<file path="config.mk">
export PLATFORM = sky130hd
export DESIGN_NAME = tsm_sideband
export DESIGN_NICKNAME = d
export VERILOG_FILES = /design/src/rtl/tsm_pkg.sv /design/src/rtl/tsm_mgmt_if.sv /design/src/rtl/tsm_mdio.sv /design/src/rtl/tsm_sideband.sv
export SDC_FILE = /design/constraint.sdc
export NUM_CORES = 1
export LEC_CHECK = 0
export BUFFER_PORTS_ARGS = -buffer_cell sky130_fd_sc_hd__buf_2
export CORE_ASPECT_RATIO = 1.1
export CORE_MARGIN = 2
export CORE_UTILIZATION = 39
export CTS_CLUSTER_SIZE = 40
export DETAILED_ROUTE_END_ITERATION = 12
export GPL_ROUTABILITY_DRIVEN = 0
export PLACE_DENSITY = 0.62
export SLEW_MARGIN = 10
export SYNTH_ARGS = -nofsm -noshare
export SYNTH_HDL_FRONTEND = slang
export SYNTH_SLANG_ARGS = --single-unit
</file>
<file path="constraint.sdc">
create_clock -name clk -period 89.7 [get_ports clk]
set_input_delay 26.91 -clock clk [delete_from_list [all_inputs] [get_ports clk]]
set_output_delay 26.91 -clock clk [all_outputs]
set_load 0.01 [all_outputs]
</file>
<file path="src/rtl/tsm_pkg.sv">
`default_nettype none
package tsm_pkg;
  typedef enum logic [1:0] {
    TSM_GMII = 2'h0,
    TSM_MII = 2'h1,
    TSM_RGMII = 2'h2
  } tsm_phy_t;
  typedef enum logic [1:0] {
    TSM_MD_IDLE = 2'h0,
    TSM_MD_SHIFT = 2'h1,
    TSM_MD_DONE = 2'h3
  } tsm_md_state_t;
  ////////////////////////////////////////////////////////////////////////////
  // timing
  localparam int CLK_HZ = 20000000;
  localparam int CLK_NS = 1000000000 / CLK_HZ;
  localparam int MAC_HZ_1G = 125000000;
  localparam int MAC_HZ_100 = 25000000;
  localparam int MAC_HZ_10 = 2500000;
  localparam int CLASS_HALF_NS = 62500;
  localparam int CLASS_CYC = CLASS_HALF_NS / CLK_NS;
  function automatic int tsm_half(input int hz);
    return (CLK_HZ / (2 * hz) < 1) ? 1 : CLK_HZ / (2 * hz);
  endfunction
  localparam logic [3:0] HALF_1G = 4'(tsm_half(MAC_HZ_1G));
  localparam logic [3:0] HALF_100 = 4'(tsm_half(MAC_HZ_100));
  localparam logic [3:0] HALF_10 = 4'(tsm_half(MAC_HZ_10));
  ////////////////////////////////////////////////////////////////////////////
  // speed select and in-band status
  localparam logic [1:0] SPD_10 = 2'h0;
  localparam logic [1:0] SPD_100 = 2'h1;
  localparam logic [1:0] SPD_1G = 2'h2;
  localparam int IB_LINK = 0;
  localparam int IB_SPD = 1;
  localparam int IB_DUP = 3;
  localparam int SYNC_W = 15;
  ////////////////////////////////////////////////////////////////////////////
  // management frame
  localparam logic [31:0] MD_PRE = 32'hFFFFFFFF;
  localparam logic [1:0] MD_SOF = 2'h1;
  localparam logic [1:0] MD_OP_RD = 2'h2;
  localparam logic [1:0] MD_OP_WR = 2'h1;
  localparam logic [1:0] MD_TA_WR = 2'h2;
  localparam logic [6:0] MD_TA = 7'h2E;
  localparam logic [6:0] MD_DATA = 7'h30;
  localparam logic [6:0] MD_LAST = 7'h3F;
endpackage
`default_nettype wire

</file>
<file path="src/rtl/tsm_mgmt_if.sv">
`default_nettype none
interface tsm_mgmt_if;
  logic start;
  logic rd;
  logic [4:0] phy;
  logic [4:0] reg_a;
  logic [15:0] wdata;
  logic [5:0] div;
  logic busy;
  logic done;
  logic [15:0] rdata;
  modport ctl(output start, rd, phy, reg_a, wdata, div, input busy, done, rdata);
  modport eng(input start, rd, phy, reg_a, wdata, div, output busy, done, rdata);
endinterface
`default_nettype wire

</file>
<file path="src/rtl/tsm_mdio.sv">
`default_nettype none
module tsm_mdio
  import tsm_pkg::*;
(
  input wire logic clk,
  input wire logic arst_n,
  tsm_mgmt_if.eng m,
  input wire logic mdio_in,
  output logic mdc,
  output logic mdio_o,
  output logic mdio_t
);
  tsm_md_state_t st;
  logic [5:0] cnt;
  logic [6:0] bits;
  logic [63:0] sh;
  logic [15:0] rd;
  logic op_rd;
  wire shifting = (st == TSM_MD_SHIFT);
  wire half = (cnt == m.div);
  wire rise = shifting & half & ~mdc;
  wire fall = shifting & half & mdc;
  wire [6:0] next_bits = bits + 7'h01;
  wire next_t = op_rd & (next_bits >= MD_TA);
  wire [1:0] op = m.rd ? MD_OP_RD : MD_OP_WR;
  wire [63:0] frame = {MD_PRE, MD_SOF, op, m.phy, m.reg_a, MD_TA_WR, m.wdata};
  //////////////////////////////////////////////////////////////////////////////
  // clause 22 frame shifter, mdc from clk divided by 2*(div+1)
  always_ff @(posedge clk or negedge arst_n) begin
    if (!arst_n) begin
      cnt <= 6'h00;
    end else begin
      cnt <= (half || !shifting) ? 6'h00 : cnt + 6'h01;
    end
  end
  always_ff @(posedge clk or negedge arst_n) begin
    if (!arst_n) begin
      st <= TSM_MD_IDLE;
      mdc <= 1'h0;
      mdio_o <= 1'h1;
      mdio_t <= 1'h1;
      bits <= 7'h00;
      sh <= 64'h0;
      rd <= 16'h0000;
      op_rd <= 1'h0;
      m.busy <= 1'h0;
      m.done <= 1'h0;
      m.rdata <= 16'h0000;
    end else begin
      case (st)
        TSM_MD_IDLE: begin
          m.done <= 1'h0;
          if (m.start) begin
            sh <= frame;
            op_rd <= m.rd;
            bits <= 7'h00;
            m.busy <= 1'h1;
            mdio_o <= frame[63];
            mdio_t <= 1'h0;
            st <= TSM_MD_SHIFT;
          end
        end
        TSM_MD_SHIFT: begin
          if (half) begin
            mdc <= ~mdc;
          end
          if (rise && op_rd && bits >= MD_DATA) begin
            rd <= {rd[14:0], mdio_in};
          end
          if (fall && bits == MD_LAST) begin
            mdio_t <= 1'h1;
            st <= TSM_MD_DONE;
          end else if (fall) begin
            bits <= next_bits;
            sh <= {sh[62:0], 1'h0};
            mdio_o <= sh[62];
            mdio_t <= next_t;
          end
        end
        TSM_MD_DONE: begin
          m.busy <= 1'h0;
          m.done <= 1'h1;
          m.rdata <= rd;
          st <= TSM_MD_IDLE;
        end
        default: begin
          st <= TSM_MD_IDLE;
        end
      endcase
    end
  end
endmodule
`default_nettype wire

</file>
<file path="src/rtl/tsm_sideband.sv">
`default_nettype none
////////////////////////////////////////////////////////////////////////////////
// What this block does
// - rgmii shared build exports zero-phase copy of the reference clock
// - rgmii shared build exports quarter-period delayed copy for clock forwarding
// - one general interrupt, only source is management transaction complete
// - avb build pulses receive timing interrupt after ptp packet capture
// - avb build pulses transmit timing interrupt after ptp packet sent
// - avb build pulses timer interrupt every 1/128 s of rtc time
// - avb build outputs rtc nanoseconds and seconds fields
// - avb build outputs 8 kHz class interval clock locked to rtc
// - avb build outputs 1722-format nanoseconds consistent with rtc
// - management pins active only when management option is built
// - mdc is clk divided by software-supplied divisor
// - mdio driven only while its tristate control is low
// - exactly one phy attachment, gmii, mii or rgmii, fixed at build
// - gmii: 8-bit tx and rx with enable/valid and error at 1g, 4-bit nibbles at 100m and 10m
// - mii: 4-bit tx on phy tx clock, 4-bit rx on phy rx clock
// - collision and carrier sense synchronised before use
// - rgmii: 4-bit data plus control, forwarded transmit clock
// - rgmii: output in-band link, speed and duplex status
// - mac clock rate: clk/2 at both 1g and 100m, clk/8 at 10m
// - whole block resets asynchronously while global reset low
////////////////////////////////////////////////////////////////////////////////
module tsm_sideband
  import tsm_pkg::*;
#(
  parameter tsm_phy_t PHY_MODE = TSM_RGMII,
  parameter bit HAS_SHARED = 1'h1,
  parameter bit HAS_AVB = 1'h1,
  parameter bit HAS_MGMT = 1'h1,
  parameter logic [29:0] SEC_NS = 30'h3B9ACA00,
  parameter logic [22:0] TIMER_NS = 23'h773594
) (
  input wire logic clk,
  input wire logic rst,
  input wire logic glbl_rst_n,
  input wire logic [1:0] speed_sel,
  input wire logic [7:0] tx_data,
  input wire logic tx_valid,
  input wire logic tx_err,
  output logic tx_ready,
  output logic [7:0] rx_data,
  output logic rx_valid,
  output logic rx_err,
  output logic [7:0] phy_txd,
  output logic phy_tx_en,
  output logic phy_tx_er,
  output logic phy_txc,
  input wire logic phy_tx_clk,
  input wire logic phy_rx_clk,
  input wire logic [7:0] phy_rxd,
  input wire logic phy_rx_dv,
  input wire logic phy_rx_er,
  input wire logic phy_col,
  input wire logic phy_crs,
  output logic col,
  output logic crs,
  output logic inband_link,
  output logic [1:0] inband_speed,
  output logic inband_duplex,
  output logic shared_tx_clock,
  output logic shared_tx_clock_quarter_phase,
  input wire logic mgmt_start,
  input wire logic mgmt_read,
  input wire logic [4:0] mgmt_phy,
  input wire logic [4:0] mgmt_reg,
  input wire logic [15:0] mgmt_wdata,
  input wire logic [5:0] mgmt_div,
  output logic [15:0] mgmt_rdata,
  output logic mgmt_busy,
  output logic mgmt_done,
  output logic mdc,
  input wire logic mdio_i,
  output logic mdio_o,
  output logic mdio_t,
  input wire logic int_enable,
  input wire logic int_clear,
  output logic mac_int,
  input wire logic ptp_rx_event,
  input wire logic ptp_tx_event,
  output logic ptp_rx_int,
  output logic ptp_tx_int,
  output logic ptp_timer_int,
  output logic [29:0] rtc_nanosec,
  output logic [47:0] rtc_sec,
  output logic [31:0] rtc_nanosec_1722,
  output logic class_interval_clock
);
  //////////////////////////////////////////////////////////////////////////////
  // reset
  logic rst_q;
  always_ff @(posedge clk or negedge glbl_rst_n) begin
    if (!glbl_rst_n) begin
      rst_q <= 1'h1;
    end else begin
      rst_q <= rst;
    end
  end
  wire arst_n = glbl_rst_n & ~rst_q;
  //////////////////////////////////////////////////////////////////////////////
  // pin synchronisers
  logic [SYNC_W-1:0] s1;
  logic [SYNC_W-1:0] s2;
  logic tclk_d;
  logic rclk_d;
  logic tclk;
  logic rclk;
  logic [7:0] rxd;
  logic rdv;
  logic rer;
  logic cols;
  logic crss;
  logic mdin;
  assign {tclk, rclk, rxd, rdv, rer, cols, crss, mdin} = s2;
  always_ff @(posedge clk or negedge arst_n) begin
    if (!arst_n) begin
      s1 <= '0;
      s2 <= '0;
      tclk_d <= 1'h0;
      rclk_d <= 1'h0;
    end else begin
      s1 <= {phy_tx_clk, phy_rx_clk, phy_rxd, phy_rx_dv, phy_rx_er, phy_col, phy_crs, mdio_i};
      s2 <= s1;
      tclk_d <= tclk;
      rclk_d <= rclk;
    end
  end
  wire tclk_rise = tclk & ~tclk_d;
  wire rclk_rise = rclk & ~rclk_d;
  wire rclk_fall = ~rclk & rclk_d;
  //////////////////////////////////////////////////////////////////////////////
  // attachment and mac clock rate
  wire is_rgmii = (PHY_MODE == TSM_RGMII);
  wire is_byte = (PHY_MODE == TSM_GMII) && (speed_sel == SPD_1G);
  wire is_nib = !is_rgmii && !is_byte;
  logic [3:0] hcnt;
  wire [3:0] hlim = (speed_sel == SPD_1G) ? HALF_1G : (speed_sel == SPD_100) ? HALF_100 : HALF_10;
  wire half_en = (hcnt >= hlim - 4'h1);
  wire tx_rise = half_en & ~phy_txc;
  always_ff @(posedge clk or negedge arst_n) begin
    if (!arst_n) begin
      hcnt <= 4'h0;
      phy_txc <= 1'h0;
    end else begin
      hcnt <= half_en ? 4'h0 : hcnt + 4'h1;
      phy_txc <= is_nib ? 1'h0 : phy_txc ^ half_en;
    end
  end
  //////////////////////////////////////////////////////////////////////////////
  // transmit
  logic [7:0] hold;
  logic hold_v;
  logic hold_er;
  logic [3:0] hi_nib;
  logic hi_er;
  logic tx_hi;
  wire tx_step = is_nib ? tclk_rise : is_byte ? tx_rise : half_en;
  wire take = tx_valid & tx_ready;
  wire lo_go = tx_step & ~tx_hi & ~(is_rgmii & phy_txc);
  wire hi_go = tx_step & tx_hi;
  wire send = lo_go & hold_v;
  wire next_hold_v = take | (hold_v & ~send);
  wire [7:0] lo_txd = is_byte ? hold : {4'h0, hold[3:0]};
  wire hi_en = is_rgmii ? ~hi_er : 1'h1;
  wire hi_txer = is_rgmii ? 1'h0 : hi_er;
  always_ff @(posedge clk or negedge arst_n) begin
    if (!arst_n) begin
      hold <= 8'h00;
      hold_v <= 1'h0;
      hold_er <= 1'h0;
      tx_ready <= 1'h0;
    end else begin
      hold_v <= next_hold_v;
      tx_ready <= ~next_hold_v;
      if (take) begin
        hold <= tx_data;
        hold_er <= tx_err;
      end
    end
  end
  always_ff @(posedge clk or negedge arst_n) begin
    if (!arst_n) begin
      phy_txd <= 8'h00;
      phy_tx_en <= 1'h0;
      phy_tx_er <= 1'h0;
      hi_nib <= 4'h0;
      hi_er <= 1'h0;
      tx_hi <= 1'h0;
    end else if (hi_go) begin
      phy_txd <= {4'h0, hi_nib};
      phy_tx_en <= hi_en;
      phy_tx_er <= hi_txer;
      tx_hi <= 1'h0;
    end else if (lo_go) begin
      phy_txd <= send ? lo_txd : 8'h00;
      phy_tx_en <= send;
      phy_tx_er <= send & hold_er & ~is_rgmii;
      tx_hi <= send & ~is_byte;
      hi_nib <= hold[7:4];
      hi_er <= hold_er;
    end
  end
  //////////////////////////////////////////////////////////////////////////////
  // receive
  logic [3:0] rx_lo;
  logic rx_hi;
  logic ctl_r;
  wire byte_cap = is_byte & rclk_rise;
  wire nib_cap = is_nib & rclk_rise & rdv & rx_hi;
  wire rg_cap = is_rgmii & rclk_fall;
  wire lo_cap = (is_nib & rclk_rise & rdv & ~rx_hi) | (is_rgmii & rclk_rise);
  wire ib_cap = rg_cap & ~ctl_r & ~rdv;
  wire next_rx_hi = (is_nib & rclk_rise) ? rdv & ~rx_hi : rx_hi;
  wire [7:0] next_rx_data = is_byte ? rxd : {rxd[3:0], rx_lo};
  wire next_rx_valid = byte_cap ? rdv : nib_cap | (rg_cap & ctl_r);
  wire next_rx_err = byte_cap ? rdv & rer : nib_cap ? rer : rg_cap & (ctl_r ^ rdv);
  always_ff @(posedge clk or negedge arst_n) begin
    if (!arst_n) begin
      rx_data <= 8'h00;
      rx_valid <= 1'h0;
      rx_err <= 1'h0;
      rx_lo <= 4'h0;
      rx_hi <= 1'h0;
      ctl_r <= 1'h0;
    end else begin
      rx_valid <= next_rx_valid;
      rx_err <= next_rx_err;
      rx_hi <= next_rx_hi;
      if (byte_cap || nib_cap || rg_cap) begin
        rx_data <= next_rx_data;
      end
      if (lo_cap) begin
        rx_lo <= rxd[3:0];
        ctl_r <= rdv;
      end
    end
  end
  always_ff @(posedge clk or negedge arst_n) begin
    if (!arst_n) begin
      inband_link <= 1'h0;
      inband_speed <= 2'h0;
      inband_duplex <= 1'h0;
    end else if (ib_cap) begin
      inband_link <= rx_lo[IB_LINK];
      inband_speed <= rx_lo[IB_SPD +: 2];
      inband_duplex <= rx_lo[IB_DUP];
    end
  end
  always_ff @(posedge clk or negedge arst_n) begin
    if (!arst_n) begin
      col <= 1'h0;
      crs <= 1'h0;
    end else begin
      col <= cols;
      crs <= crss;
    end
  end
  //////////////////////////////////////////////////////////////////////////////
  // shared transmit clocks
  logic [1:0] ph;
  wire [1:0] next_ph = ph + 2'h1;
  wire shared_on = HAS_SHARED & is_rgmii;
  always_ff @(posedge clk or negedge arst_n) begin
    if (!arst_n) begin
      ph <= 2'h0;
      shared_tx_clock <= 1'h0;
      shared_tx_clock_quarter_phase <= 1'h0;
    end else begin
      ph <= next_ph;
      shared_tx_clock <= shared_on & next_ph[1];
      shared_tx_clock_quarter_phase <= shared_on & ~(next_ph[1] ^ next_ph[0]);
    end
  end
  //////////////////////////////////////////////////////////////////////////////
  // management
  tsm_mgmt_if mi ();
  assign mi.start = HAS_MGMT & mgmt_start;
  assign mi.rd = mgmt_read;
  assign mi.phy = mgmt_phy;
  assign mi.reg_a = mgmt_reg;
  assign mi.wdata = mgmt_wdata;
  assign mi.div = mgmt_div;
  assign mgmt_rdata = mi.rdata;
  assign mgmt_busy = mi.busy;
  assign mgmt_done = mi.done;
  tsm_mdio u_mdio (
    .clk(clk),
    .arst_n(arst_n),
    .m(mi.eng),
    .mdio_in(mdin),
    .mdc(mdc),
    .mdio_o(mdio_o),
    .mdio_t(mdio_t)
  );
  //////////////////////////////////////////////////////////////////////////////
  // interrupts
  wire mac_set = HAS_MGMT & int_enable & mi.done;
  always_ff @(posedge clk or negedge arst_n) begin
    if (!arst_n) begin
      mac_int <= 1'h0;
      ptp_rx_int <= 1'h0;
      ptp_tx_int <= 1'h0;
    end else begin
      mac_int <= mac_set | (mac_int & ~int_clear);
      ptp_rx_int <= HAS_AVB & ptp_rx_event;
      ptp_tx_int <= HAS_AVB & ptp_tx_event;
    end
  end
  //////////////////////////////////////////////////////////////////////////////
  // real-time clock
  logic [22:0] tmr;
  logic [15:0] cls;
  wire ns_wrap = rtc_nanosec >= SEC_NS - 30'(CLK_NS);
  wire tmr_hit = tmr >= TIMER_NS - 23'(CLK_NS);
  wire cls_hit = cls >= 16'(CLASS_HALF_NS - CLK_NS);
  wire [29:0] ns_inc = rtc_nanosec + 30'(CLK_NS);
  wire [22:0] tmr_inc = tmr + 23'(CLK_NS);
  always_ff @(posedge clk or negedge arst_n) begin
    if (!arst_n) begin
      rtc_nanosec <= 30'h0;
      rtc_sec <= 48'h0;
      rtc_nanosec_1722 <= 32'h0;
      tmr <= 23'h0;
      ptp_timer_int <= 1'h0;
    end else if (HAS_AVB) begin
      rtc_nanosec <= ns_wrap ? ns_inc - SEC_NS : ns_inc;
      rtc_sec <= ns_wrap ? rtc_sec + 48'h1 : rtc_sec;
      rtc_nanosec_1722 <= rtc_nanosec_1722 + 32'(CLK_NS);
      tmr <= tmr_hit ? tmr_inc - TIMER_NS : tmr_inc;
      ptp_timer_int <= tmr_hit;
    end
  end
  always_ff @(posedge clk or negedge arst_n) begin
    if (!arst_n) begin
      cls <= 16'h0;
      class_interval_clock <= 1'h0;
    end else if (HAS_AVB) begin
      cls <= cls_hit ? 16'h0 : cls + 16'(CLK_NS);
      class_interval_clock <= class_interval_clock ^ cls_hit;
    end
  end

  localparam int TIMER_CYC = int'(TIMER_NS) / CLK_NS;
  int tgap;
  int cgap;
  logic tseen;
  logic cseen;
  always_ff @(posedge clk or negedge arst_n) begin
    if (!arst_n) begin
      tgap <= 0;
      cgap <= 0;
      tseen <= 1'h0;
      cseen <= 1'h0;
    end else begin
      tgap <= ptp_timer_int ? 1 : tgap + 1;
      cgap <= cls_hit ? 1 : cgap + 1;
      tseen <= tseen | ptp_timer_int;
      cseen <= cseen | cls_hit;
    end
  end
endmodule
`default_nettype wire

</file>
==> results.cfg <==
[run_status]
status = completed

[sta]
setup_tns_ns = 0
worst_slack_ns = 60.83
rsz0062_at_grt = no
fin_worst_skew_ns = 0.01920
max_freq_mhz = 34.64
fin_crit_ns = 28.87
report.final.slew_viol_count = 0
period_share_pct = 32.18
relSlewSlack_pct = 32.87
finalHoldViolations = 0
setup-violations-final = 0
tightest_slew_ns = 1.007

[synth]
yosys_warnings = 0
ys_top_cells_by_count = dfrtp_1, nand2_1, nor2_1, xnor2_1, xor2_1
yosysSeqAreaShare_pct = 54.68
synth_flop_cell = dfrtp_1
synth_edf_count = 0
syn_area_per_cell_um2 = 10.93
ys_seq_elements = 337
synth_cell_types = 76
syn_inst = 1411
async_reset_ff_share_pct = 100.0
yosysMostFrequentCell = dfrtp_1
synth.largest_area_cell = dfrtp_1
ys_top_cells_by_area = dfrtp_1, xnor2_1, mux2_2, xor2_1, nand2_1
synth_area_um2 = 15430
yosysTopAreaCellShare_pct = 54.17

[worst_setup_path]
end_kind = async pin
reg2reg_to = rtc_sec[40]
r2r_cells = 8
startpoint = glbl_rst_n
crit_path_start_kind = primary input
cp_num_buf_inv = 4
reg2reg_slack_ns = 86.13
crit_path_end = rtc_nanosec_1722[30]
critPathMaxFanout = 72
crit_top_cell = buf_4
r2r-start = rtc_nanosec[3]
crit_chain = buf_2, nor2b_4, buf_4, buf_4, buf_4
crit_arrival_ns = 29.39
slowest_stage = buf_4
cp.required_ns = 90.22
critPathMaxStageDelay_ns = 0.81
cp_top_family = buffers and inverters
worstSetupPathType = in2async
cp_num_cells = 5

[cts]
cts_resized = 0
tritoncts = yes
cts_setup_buffers = 0
cts_buffer_depth = 3
insertion_delay_ns = 0.54
cts.clk_slew.worst_paths_ns = 0.05
root_buffer = clkbuf_16
cts_buffers = 39
clkSinkCount = 337
cts.htree.levels = 2
ctsHoldBuffers = 0

[global_route]
grt_antenna_before_repair = 0
grt_pass1_vias = 10940
grt_usage_pct = 15.70
grt_pass1_wl_um = 54140
grt_max_degree = 96
overflow = 0

[finish]
nets = 1711
fin_area_um2 = 18280
area_delta_synth_final_pct = 18.51
fin_util_pct = 46.78
drive_gt1_share_pct = 22.17
diodes = 0

[route]
drtAntennaViolNets = 0
wl_per_cell_um = 14.82
drc = 0
wl_um = 31990
viasPerCell = 5.036
vias = 10870
drt-initial-drc-count = 389
dr.pass1.iters = 4

[placement]
preCtsSetupSlack_ns = 60.06
portBuffers = 220
dpl_cell_area_um2 = 17000
hpwl_um = 21980

[power_and_ir_drop]
p_leak_uw = 0.008811
ir_drop_mv = 0.01818
p_int_uw = 288.5
combPwrFrac_pct = 11.1
p_seq_share_pct = 47.2
p_per_area_nw_per_um2 = 20.96
pwr-share-clk_pct = 41.7
switchingPower_uw = 94.63
switching_share_pct = 24.70

[run]
maxCapViolCount = 0

[floorplan]
dieArea_um2 = 41170
die_height_um = 212.6
row_count = 76
core-area_um2 = 39080
die_w_um = 193.6
start_util_pct = 39.48
io_pins = 234

[worst_hold_path]
hold_class = reg2reg
-- metal layers --
metal	routed length, um	global-route usage [%]	up-vias	share of wire, %
met1	13870	19.43	5326	43
met3	1426	3.411	50	4.5
met2	16010	27.45	174	50
li1	-	-	5317	-
met5	0	0	-	0
met4	690	4.896	0	2.2
-- registers in the layout, indices dropped and copies added (netlist names), 9 cells and up --
signal            count
u_mdio.sh            63
rtc_sec              48
rtc_nanosec_1722     31
rtc_nanosec          29
tmr                  22
u_mdio.m.rdata       16
u_mdio.rd            16
cls                  15
s1                    9
s2                    9
-- cell usage in the layout (no fill, tap or decap), types with 5 or more instances in the layout --
cell type  instances
nor2b_1            8
dfrtp_1          334
conb_1             8
nand4_1           25
xnor2_1          115
nor2_1           123
clkbuf_1          15
and3_1            21
nor3_1            30
nor4_1             7
mux2_2            57
a21oi_1           52
a31oi_1            5
clkbuf_8           5
o21ai_0           27
nand3_1           65
or2_2              7
nand2_1          132
and4_1             7
o22a_1            36
inv_1             42
or3_1              6
mux2i_1           31
ha_1              18
a21o_1             5
clkbuf_16         39
nand2b_1          11
xor2_1            70
buf_4             10
a211oi_1           6
and2_1            14
buf_2            220
-- layout make-up --
| cell class | count | area, um2 |
|---|---|---|
| clock buffers | 59 | 1101 |
| clock inverters | 9 | 186.4 |
| fillers | 3658 | 20800 |
| inverters | 42 | 157.7 |
| multi-input cells | 974 | 6591 |
| flip-flops and latches | 337 | 8437 |
| well taps | 507 | 634.4 |
| repair buffers | 230 | 1176 |
-- how the worst min path moves through the flow --
stage | start | end | slack, ns | depth (start not counted)
6_report | s1[4] | s2[4] | 0.35 | 0
5_1_grt | s1[13] | s2[13] | 0.36 | 0
4_1_cts | s1[4] | s2[4] | 0.35 | 0
3_5_place_dp | s1[4] | s2[4] | 0.34 | 0
3_3_place_gp | s1[4] | s2[4] | 0.33 | 0
2_1_floorplan | s2[2] | col | 0.33 | 0
-- power groups by stage --
stage / Clock [uW] / Combinational [uW] / Sequential (uW)
finish: 160 / 42.7 / 181
global route: 173 / 48.9 / 183
CTS: 166 / 43.8 / 181
detailed placement: 0 / 43.6 / 183
global placement: 0 / 42.3 / 183
floorplan: 0 / 31.6 / 182
-- cell families after synthesis --
kind of cell / after synthesis / synth area share [%]
DFF: 337 / 54.68
and+or+nand+nor: 480 / 15.10
muxes: 88 / 6.171
buffers and inverters: 107 / 2.863
other: 1 / 0.02431
AOI/OAI and AO/OA: 193 / 9.010
xor gates and xnor gates: 186 / 10.61
adders and majority gates: 19 / 1.541
-- per-stage QoR --
stage | power (uW) | std cells | hold WS (ns)
final | 383.2 | 2158 | 0.3458
after global routing | 405.0 | 2158 | 0.3590
after CTS | 390.4 | 2158 | 0.3480
after detailed placement | 227.0 | 2090 | 0.3356
after global placement | 225.1 | 2090 | 0.3337
after floorplan | 214.1 | 1418 | 0.3312
Note: power is estimated with default switching activity, not from simulation.
